--- config.mk ---
export PLATFORM = sky130hd
export DESIGN_NAME = pmw_power_mode
export DESIGN_NICKNAME = d
export VERILOG_FILES = /design/src/verilog/pmw_pkg.sv /design/src/verilog/pmw_power_mode.sv
export SDC_FILE = /design/constraint.sdc
export NUM_CORES = 1
export LEC_CHECK = 0
export BUFFER_PORTS_ARGS = -buffer_cell sky130_fd_sc_hd__buf_2
export CAP_MARGIN = 20
export CORE_MARGIN = 4
export CORE_UTILIZATION = 25
export DETAILED_ROUTE_END_ITERATION = 8
export PLACE_DENSITY = 0.57
export SLEW_MARGIN = 20
export SYNTH_ARGS = -nofsm -noshare
export SYNTH_HDL_FRONTEND = slang
export SYNTH_SLANG_ARGS = --single-unit
--- constraint.sdc ---
create_clock -name i_clock -period 3.3 [get_ports i_clock]
set_clock_uncertainty 0.15 [all_clocks]
set_input_delay 0.66 -clock i_clock [delete_from_list [all_inputs] [get_ports i_clock]]
set_output_delay 0.66 -clock i_clock [all_outputs]
set_load 0.03 [all_outputs]
--- src/verilog/pmw_pkg.sv ---
// Constants, register layout and types for the power mode and wakeup controller.
package pmw_pkg;
    localparam logic [7:0] ADDR_PB_WAKE = 8'hC0;
    localparam logic [7:0] ADDR_MODE = 8'hC4;
    localparam logic [7:0] ADDR_STATUS = 8'hC8;
    localparam logic [4:0] PB_WAKE_RST = 5'h00;
    localparam int SETTLE_CLOCKS = 2048;
    localparam int CPU_DIV = 4;
    localparam int PORT_A_PINS = 8;
    localparam int PORT_B_PINS = 5;
    localparam logic [1:0] MODE_NORMAL = 2'h0;
    localparam logic [1:0] MODE_PDOWN = 2'h1;
    localparam logic [1:0] MODE_GREEN = 2'h2;
    localparam logic [1:0] MODE_RSVD = 2'h3;
    localparam int CTRL_LSB = 1;
    localparam logic [1:0] RESP_OKAY = 2'h0;
    localparam logic [1:0] RESP_SLVERR = 2'h2;

    // Mode register bits 4..1; bit 0 reads as zero.
    typedef struct packed {
        logic [1:0] cpu_mode;
        logic slow_sel;
        logic hosc_stop;
    } pmw_ctrl_t;
    localparam pmw_ctrl_t CTRL_RST = pmw_ctrl_t'(4'h0);

    typedef enum logic [2:0] {ST_NORMAL, ST_SLOW, ST_GREEN, ST_PDOWN, ST_SETTLE} pmw_state_t;

    typedef struct packed {
        logic losc_en;
        logic hosc_en;
        logic cpu_run;
        logic [2:0] state;
    } pmw_status_t;

    typedef enum logic [1:0] {SEL_NONE, SEL_PB_WAKE, SEL_MODE, SEL_STATUS} pmw_sel_t;
endpackage

--- src/verilog/pmw_power_mode.sv ---
// Operating mode, clock selection and wakeup control with an AXI4-Lite register port.
// What this block does
// - Slow mode instruction clock is low clock/4.
// - Low clock feeds watchdog and slow system clock.
// - Power-down stops the low oscillator.
// - Low oscillator only stops through power-down.
// - Mode field 01 stops both oscillators.
// - Power-down ends only on pin wake or reset.
// - Slow select one switches to low clock.
// - Mode field 10 enters green from running.
// - Green without timer wakes on pins, reset.
// - Enabled timer-0 overflow wakes green mode.
// - No execution in power-down or green.
// - Power-down wake resumes normal, pins only.
// - Green wake resumes normal or slow mode as slow select then reads.
// - Count 2048 high clocks after power-down wake.
// - Green wake has no settling delay.
// - Port A always wakes; port B per-pin enable.
// - Green wakes on ports, timer-0, counter-timer A.
// - Mode field: 00 normal, 01 down, 10 green.
// - Oscillator stop bit halts the high oscillator.
// - Slow select zero high clock, one low.
//
// The implementer's own choice: the AXI4-Lite interface to the registers.
`timescale 1ns/10ps
module pmw_power_mode #(
    parameter int PA_W = pmw_pkg::PORT_A_PINS,
    parameter int PB_W = pmw_pkg::PORT_B_PINS,
    parameter int SETTLE = pmw_pkg::SETTLE_CLOCKS
) (
    input wire logic i_clock,
    input wire logic i_sys_rst,
    input wire logic i_awvalid,
    output logic o_awready,
    input wire logic [7:0] i_awaddr,
    input wire logic i_wvalid,
    output logic o_wready,
    input wire logic [31:0] i_wdata,
    input wire logic [3:0] i_wstrb,
    output logic o_bvalid,
    input wire logic i_bready,
    output logic [1:0] o_bresp,
    input wire logic i_arvalid,
    output logic o_arready,
    input wire logic [7:0] i_araddr,
    output logic o_rvalid,
    input wire logic i_rready,
    output logic [31:0] o_rdata,
    output logic [1:0] o_rresp,
    input wire logic i_hosc_clk,
    input wire logic i_losc_clk,
    input wire logic [PA_W-1:0] i_port_a,
    input wire logic [PB_W-1:0] i_port_b,
    input wire logic i_timer_zero_ovf,
    input wire logic i_timer_zero_enable,
    input wire logic i_ctimer_a_ovf,
    output logic o_hosc_enable,
    output logic o_losc_enable,
    output logic o_sys_clk_slow,
    output logic o_cpu_run,
    output logic o_cpu_tick,
    output logic o_wdt_losc_tick
);
    import pmw_pkg::*;

    localparam int CW = $clog2(SETTLE);
    localparam logic [CW-1:0] SETTLE_LAST = CW'(SETTLE - 1);
    localparam logic [1:0] DIV_LAST = 2'(CPU_DIV - 1);

    function automatic pmw_sel_t decode(input logic [7:0] addr);
        if (addr == ADDR_PB_WAKE) begin
            return SEL_PB_WAKE;
        end else if (addr == ADDR_MODE) begin
            return SEL_MODE;
        end else if (addr == ADDR_STATUS) begin
            return SEL_STATUS;
        end else begin
            return SEL_NONE;
        end
    endfunction

    pmw_state_t state_q;
    pmw_ctrl_t ctrl_q;
    pmw_status_t status;
    logic [PB_W-1:0] pb_wake_en_q;
    logic [1:0] hosc_s_q, losc_s_q;
    logic hosc_d3_q, losc_d3_q, hosc_edge, losc_edge, src_edge;
    logic [PA_W-1:0] pa_s1_q, pa_s2_q, pa_snap_q;
    logic [PB_W-1:0] pb_s1_q, pb_s2_q, pb_snap_q;
    logic running, enter_lp, wake_pin, wake_green, pd_wake, green_wake;
    logic [CW-1:0] settle_cnt_q;
    logic settle_done;
    logic [1:0] div_q;
    logic tick_q, wdt_tick_q;
    logic aw_full_q, w_full_q, bvalid_q, rvalid_q, do_wr;
    logic [7:0] awaddr_q;
    logic [31:0] wdata_q, rdata_q;
    logic [3:0] wstrb_q;
    logic [1:0] bresp_q, rresp_q;
    pmw_sel_t wr_sel;

    // Oscillator pins are sampled, so each must stay below a quarter of i_clock.
    always_ff @(posedge i_clock or posedge i_sys_rst) begin
        if (i_sys_rst) begin
            hosc_s_q <= 2'h0;
            losc_s_q <= 2'h0;
            hosc_d3_q <= 1'b0;
            losc_d3_q <= 1'b0;
        end else begin
            hosc_s_q <= {hosc_s_q[0], i_hosc_clk};
            losc_s_q <= {losc_s_q[0], i_losc_clk};
            hosc_d3_q <= hosc_s_q[1];
            losc_d3_q <= losc_s_q[1];
        end
    end
    assign hosc_edge = hosc_s_q[1] & ~hosc_d3_q;
    assign losc_edge = losc_s_q[1] & ~losc_d3_q;

    always_ff @(posedge i_clock or posedge i_sys_rst) begin
        if (i_sys_rst) begin
            pa_s1_q <= '0;
            pa_s2_q <= '0;
            pb_s1_q <= '0;
            pb_s2_q <= '0;
        end else begin
            pa_s1_q <= i_port_a;
            pa_s2_q <= pa_s1_q;
            pb_s1_q <= i_port_b;
            pb_s2_q <= pb_s1_q;
        end
    end

    assign running = (state_q == ST_NORMAL) || (state_q == ST_SLOW);
    assign enter_lp = running && ((ctrl_q.cpu_mode == MODE_PDOWN) ||
                                  (ctrl_q.cpu_mode == MODE_GREEN));

    // The snapshot is taken as the low-power state is entered, so a pin level
    // that differs from the entry level counts as a change.
    always_ff @(posedge i_clock or posedge i_sys_rst) begin
        if (i_sys_rst) begin
            pa_snap_q <= '0;
            pb_snap_q <= '0;
        end else if (enter_lp) begin
            pa_snap_q <= pa_s2_q;
            pb_snap_q <= pb_s2_q;
        end
    end

    assign wake_pin = (|(pa_s2_q ^ pa_snap_q)) |
                      (|((pb_s2_q ^ pb_snap_q) & pb_wake_en_q));
    assign wake_green = wake_pin | (i_timer_zero_ovf & i_timer_zero_enable) |
                        i_ctimer_a_ovf;
    assign pd_wake = (state_q == ST_PDOWN) && wake_pin;
    assign green_wake = (state_q == ST_GREEN) && wake_green;
    assign settle_done = (state_q == ST_SETTLE) && hosc_edge && (settle_cnt_q == SETTLE_LAST);

    always_ff @(posedge i_clock or posedge i_sys_rst) begin
        if (i_sys_rst) begin
            state_q <= ST_NORMAL;
        end else begin
            case (state_q)
                ST_NORMAL, ST_SLOW: begin
                    if (ctrl_q.cpu_mode == MODE_PDOWN) begin
                        state_q <= ST_PDOWN;
                    end else if (ctrl_q.cpu_mode == MODE_GREEN) begin
                        state_q <= ST_GREEN;
                    end else begin
                        state_q <= ctrl_q.slow_sel ? ST_SLOW : ST_NORMAL;
                    end
                end
                ST_PDOWN: begin
                    if (pd_wake) begin
                        state_q <= ST_SETTLE;
                    end
                end
                ST_GREEN: begin
                    if (green_wake) begin
                        state_q <= ctrl_q.slow_sel ? ST_SLOW : ST_NORMAL;
                    end
                end
                ST_SETTLE: begin
                    if (settle_done) begin
                        state_q <= ST_NORMAL;
                    end
                end
                default: begin
                    state_q <= ST_NORMAL;
                end
            endcase
        end
    end

    always_ff @(posedge i_clock or posedge i_sys_rst) begin
        if (i_sys_rst) begin
            settle_cnt_q <= '0;
        end else if (state_q != ST_SETTLE) begin
            settle_cnt_q <= '0;
        end else if (hosc_edge) begin
            settle_cnt_q <= settle_cnt_q + 1'b1;
        end
    end

    assign o_losc_enable = (state_q != ST_PDOWN);
    assign o_hosc_enable = (state_q == ST_SETTLE) ||
                           ((state_q != ST_PDOWN) && !ctrl_q.hosc_stop);
    assign o_sys_clk_slow = ctrl_q.slow_sel;
    assign o_cpu_run = running;
    assign src_edge = ctrl_q.slow_sel ? losc_edge : hosc_edge;

    always_ff @(posedge i_clock or posedge i_sys_rst) begin
        if (i_sys_rst) begin
            div_q <= 2'h0;
            tick_q <= 1'b0;
        end else if (!running) begin
            div_q <= 2'h0;
            tick_q <= 1'b0;
        end else if (src_edge) begin
            div_q <= div_q + 2'h1;
            tick_q <= (div_q == DIV_LAST);
        end else begin
            tick_q <= 1'b0;
        end
    end
    assign o_cpu_tick = tick_q;

    always_ff @(posedge i_clock or posedge i_sys_rst) begin
        if (i_sys_rst) begin
            wdt_tick_q <= 1'b0;
        end else begin
            wdt_tick_q <= losc_edge && o_losc_enable;
        end
    end
    assign o_wdt_losc_tick = wdt_tick_q;

    // Write channel: address and data are held until both are present.
    assign o_awready = !aw_full_q && !bvalid_q;
    assign o_wready = !w_full_q && !bvalid_q;
    assign do_wr = aw_full_q && w_full_q && !bvalid_q;
    assign wr_sel = decode(awaddr_q);

    always_ff @(posedge i_clock or posedge i_sys_rst) begin
        if (i_sys_rst) begin
            aw_full_q <= 1'b0;
            w_full_q <= 1'b0;
            awaddr_q <= 8'h00;
            wdata_q <= 32'h0;
            wstrb_q <= 4'h0;
            bvalid_q <= 1'b0;
            bresp_q <= RESP_OKAY;
        end else begin
            if (i_awvalid && o_awready) begin
                aw_full_q <= 1'b1;
                awaddr_q <= i_awaddr;
            end
            if (i_wvalid && o_wready) begin
                w_full_q <= 1'b1;
                wdata_q <= i_wdata;
                wstrb_q <= i_wstrb;
            end
            if (do_wr) begin
                aw_full_q <= 1'b0;
                w_full_q <= 1'b0;
                bvalid_q <= 1'b1;
                bresp_q <= (wr_sel == SEL_NONE) ? RESP_SLVERR : RESP_OKAY;
            end else if (bvalid_q && i_bready) begin
                bvalid_q <= 1'b0;
            end
        end
    end
    assign o_bvalid = bvalid_q;
    assign o_bresp = bresp_q;

    always_ff @(posedge i_clock or posedge i_sys_rst) begin
        if (i_sys_rst) begin
            pb_wake_en_q <= PB_WAKE_RST[PB_W-1:0];
        end else if (do_wr && wstrb_q[0] && (wr_sel == SEL_PB_WAKE)) begin
            pb_wake_en_q <= wdata_q[PB_W-1:0];
        end
    end

    // A wake clears the mode field in the same edge; it wins over a bus write.
    always_ff @(posedge i_clock or posedge i_sys_rst) begin
        if (i_sys_rst) begin
            ctrl_q <= CTRL_RST;
        end else if (pd_wake) begin
            ctrl_q <= CTRL_RST;
        end else if (green_wake) begin
            ctrl_q.cpu_mode <= MODE_NORMAL;
        end else if (do_wr && wstrb_q[0] && (wr_sel == SEL_MODE)) begin
            ctrl_q.hosc_stop <= wdata_q[CTRL_LSB];
            ctrl_q.slow_sel <= wdata_q[CTRL_LSB+1];
            if (running && (wdata_q[CTRL_LSB+3:CTRL_LSB+2] != MODE_RSVD)) begin
                ctrl_q.cpu_mode <= wdata_q[CTRL_LSB+3:CTRL_LSB+2];
            end
        end
    end

    assign status = '{losc_en: o_losc_enable, hosc_en: o_hosc_enable,
                      cpu_run: o_cpu_run, state: state_q};

    assign o_arready = !rvalid_q;
    always_ff @(posedge i_clock or posedge i_sys_rst) begin
        if (i_sys_rst) begin
            rvalid_q <= 1'b0;
            rdata_q <= 32'h0;
            rresp_q <= RESP_OKAY;
        end else if (i_arvalid && o_arready) begin
            rvalid_q <= 1'b1;
            rresp_q <= RESP_OKAY;
            rdata_q <= 32'h0;
            if (decode(i_araddr) == SEL_MODE) begin
                rdata_q <= {27'h0, ctrl_q, 1'b0};
            end else if (decode(i_araddr) == SEL_STATUS) begin
                rdata_q <= {26'h0, status};
            end else if (decode(i_araddr) == SEL_NONE) begin
                rresp_q <= RESP_SLVERR;
            end
        end else if (rvalid_q && i_rready) begin
            rvalid_q <= 1'b0;
        end
    end
    assign o_rvalid = rvalid_q;
    assign o_rdata = rdata_q;
    assign o_rresp = rresp_q;
endmodule

==> results.md <==
- Detailed Place HPWL: 5.90 mm
- CP Max Fanout: 13
- CP startpoint kind: register
- FF-to-FF setup slack: 0.79 ns
- Vias: 2565
- Hold Crit Class: reg -> reg
- Die footprint: 0.0185 sq mm
- Status: complete, no violations
- Max-cap viol count: 0
- Clock transition at the registers of the reported paths: 0.07 ns
- Initial DRC Count: approximately 130
- Die Wd: between 100 and 150 microns
- Peak supply drop: ~0.25 mV
- First-pass GRT wire length: 13.2 mm
- Yosys top cell by area: dfrtp_1
- Antenna-violating nets left: 0
- Tot GR Track Use: 0.0907
- Multiplexer share of the synthesized area: 0.0897
- Layout cells sized above 1: 0.299
- H-tree depth: 3
- Final instance area: 0.00490 sq mm
- # fillers: 1650
- Main synth FF type: dfrtp_1
- Clock latency on the worst-skew pair: 0.34 ns
- Final setup fails: 0
- Fin Setup TNS: 0 ns
- Hold Path Stages: 0
- EDFF count, synth: 0
- # clock sinks: 98
- Fin crit share: 0.819
- Via density per instance: between 4 and 5
- Post-CTS setup buffers: 0
- Initial DRT Pass Iterations: 6
- Antenna cells: 0
- Worst Path Arrival: 1.89 ns
- PD cells: ~630 mW/mm^2
- Fmax: about 0.37 GHz
- Slew @ Worst Pin: a little under 0.7 ns
- Max transition margin: 0.548
- Top post-synthesis cells by count: dfrtp_1 (98), mux2_2 (30), buf_4 (28)
- Vias in the first global route: approximately 2700
- Synth Register Bits: 98
- Largest net degree at the start of global routing: 42
- Min Clock Period, post-route: approximately 2.7 ns
- Mapped Avg Cell Area: 12.5 sq um
- Clk buf depth: 2
- Root buffer cell: clkbuf_16
- Most frequent cell after synthesis: dfrtp_1
- Rows: 46
- Post-Synth XOR/XNOR Area: 0.0513
- Crit path capture type: primary output
- Async SR Flop Fraction: 1.00
- Die Ht: around 140 microns
- Main combinational cell family by area after synthesis: simple AND/OR/NAND/NOR gates
- Resize count post-CTS: 0
- Cells after synthesis: approximately 330
- Initial antenna violation count: 0
- Initial Util: 0.256
- Final Hold Fails: 0
- Leak Pwr: 2.37 nW
- Yosys cell types: 43
- Area post-placement: between 0.004 and 0.005 sq mm
- Crit path kind: reg -> out
- Io pins: 124
- I/O Buffers: 65
- Adder-Cell Fraction of Synth Area: 0.0122
- Register area share after synthesis: 0.598
- Ranking of synthesized cells by area: dfrtp_1 (60%), mux2_2 (8.2%), buf_4 (5.1%)
- Cts bufs inserted: 9
- DRC: 0
- Total power: between 0.003 and 0.004 W
- Post-CTS Hold Buffers: 0
- CTS tree: built
- Area of the core: 0.0160 sq mm
- Routed WL: 7.89 mm
- Max Transition Viols Final: 0
- Simple-gate share of the synthesized area: 0.111
- Wire per inst: 12.8 microns
- Post-synth top area share: 0.598
- RSZ-0062 raised after global routing: false
- Layout Nets: 479
- Cell count of the worst reg-to-reg path: 5
- Worst EP required: between 2 and 2.5 ns
- Synth warn: 0
- Compound-Gate Fraction of Synth Area: 0.0653
- GR Overflow Total: 0
- Synthesized area: a little over 0.004 sq mm
- Final Wtd Congestion: 0.721
- Area delta synth->final: 19.5%
-- layout by cell type (no fill, tap or decap), types with 3 or more instances in the layout --
master      n
dfrtp_1    98
buf_2      65
mux2_2     30
conb_1     28
nor2_1     26
xor2_1     19
inv_1      12
nand2_1    10
clkbuf_16   9
a21oi_1     8
o21ai_0     6
nand3_1     6
a222oi_1    5
and4_1      5
and3_1      5
xnor2_1     5
nor4_1      4
nand2b_1    4
nand3b_1    4
nor3_1      4
ha_1        4
and2_1      3
a22o_1      3
mux2i_1     3
buf_4       3
-- path summary, 6_finish.rpt --
kind,startpoint,endpoint
min reg2reg,hosc_s_q[0],hosc_s_q[1]
min in group asynchronous,i_sys_rst,o_rdata[5]
max in group asynchronous,i_sys_rst,pb_snap_q[2]
max,state_q[1],o_hosc_enable
min,hosc_s_q[0],hosc_s_q[1]
max reg2reg,awaddr_q[0],ctrl_q[0]
-- kinds of logic (layout without fill, tap and decap cells) --
logic type | count (synthesis) | after routing
XOR/XNOR | 24 | 24
other | 1 | 28
flip-flops | 98 | 98
adder cells (fa/ha/maj) | 4 | 4
AND/OR/NAND/NOR | 83 | 83
buffers and inverters | 50 | 97
multiplexers | 33 | 33
AO/OA/AOI/OAI | 35 | 35
-- through the flow --
| step | instances | hold WS [ns] | utilization | setup WS [ns] |
|---|---|---|---|---|
| 2_1_floorplan | 355 | 0.181 | - | 0.782 |
| 3_3_place_gp | 603 | 0.185 | 0.287 | 0.833 |
| 3_5_place_dp | 603 | 0.185 | 0.287 | 0.797 |
| 4_1_cts | 618 | 0.201 | 0.306 | 0.566 |
| 5_1_grt | 618 | 0.210 | 0.306 | 0.467 |
| 6_report | 618 | 0.199 | 0.306 | 0.599 |
-- state kept, by name, indices dropped and copies added, names as in the netlist, 2 cells and up --
| name | cells |
|---|---|
| awaddr_q | 8 |
| ctrl_q | 3 |
| div_q | 2 |
| hosc_s_q | 2 |
| losc_s_q | 2 |
| o_rdata | 6 |
| pa_s1_q | 8 |
| pa_s2_q | 8 |
| pa_snap_q | 8 |
| pb_s1_q | 5 |
| pb_s2_q | 5 |
| pb_snap_q | 5 |
| pb_wake_en_q | 5 |
| settle_cnt_q | 11 |
| state_q | 3 |
| wdata_q | 5 |
-- worst max-delay path, cell delays in order, from the launching register on --
cell and delay [ns]:
dfrtp_1 0.47, nor2_1 0.13, nand2_1 0.27, a21boi_0 0.40, buf_2 0.27
-- cell type report --
cell class,instances,area (sq um),share of cell area
well taps,216,270,0.0552
clock inverters,6,75.1,0.0153
clock buffers,9,225,0.0460
repair buffers,69,368,0.0751
flip-flops and latches,98,2450,0.501
multi-input cells,207,1450,0.297
inverters,13,52.6,0.0107
-- power by group --
group / internal, W / leakage [nW] / switching [W]
clock network: 0.000595 / 0.144 / 0.000458
logic: 0.000221 / 0.993 / 0.000300
registers: 0.00138 / 1.23 / 0.000129
total: 0.00219 / 2.37 / 0.000887
-- routing by layer --
layer  up-vias  global-route usage  share of wire
met3        11              0.0303          0.076
met4         0              0.0336          0.016
li1       1217                   -              -
met1      1249               0.115           0.45
met2        88               0.144           0.46
met5         -                   0              0
(Power assumes the default switching activity.)
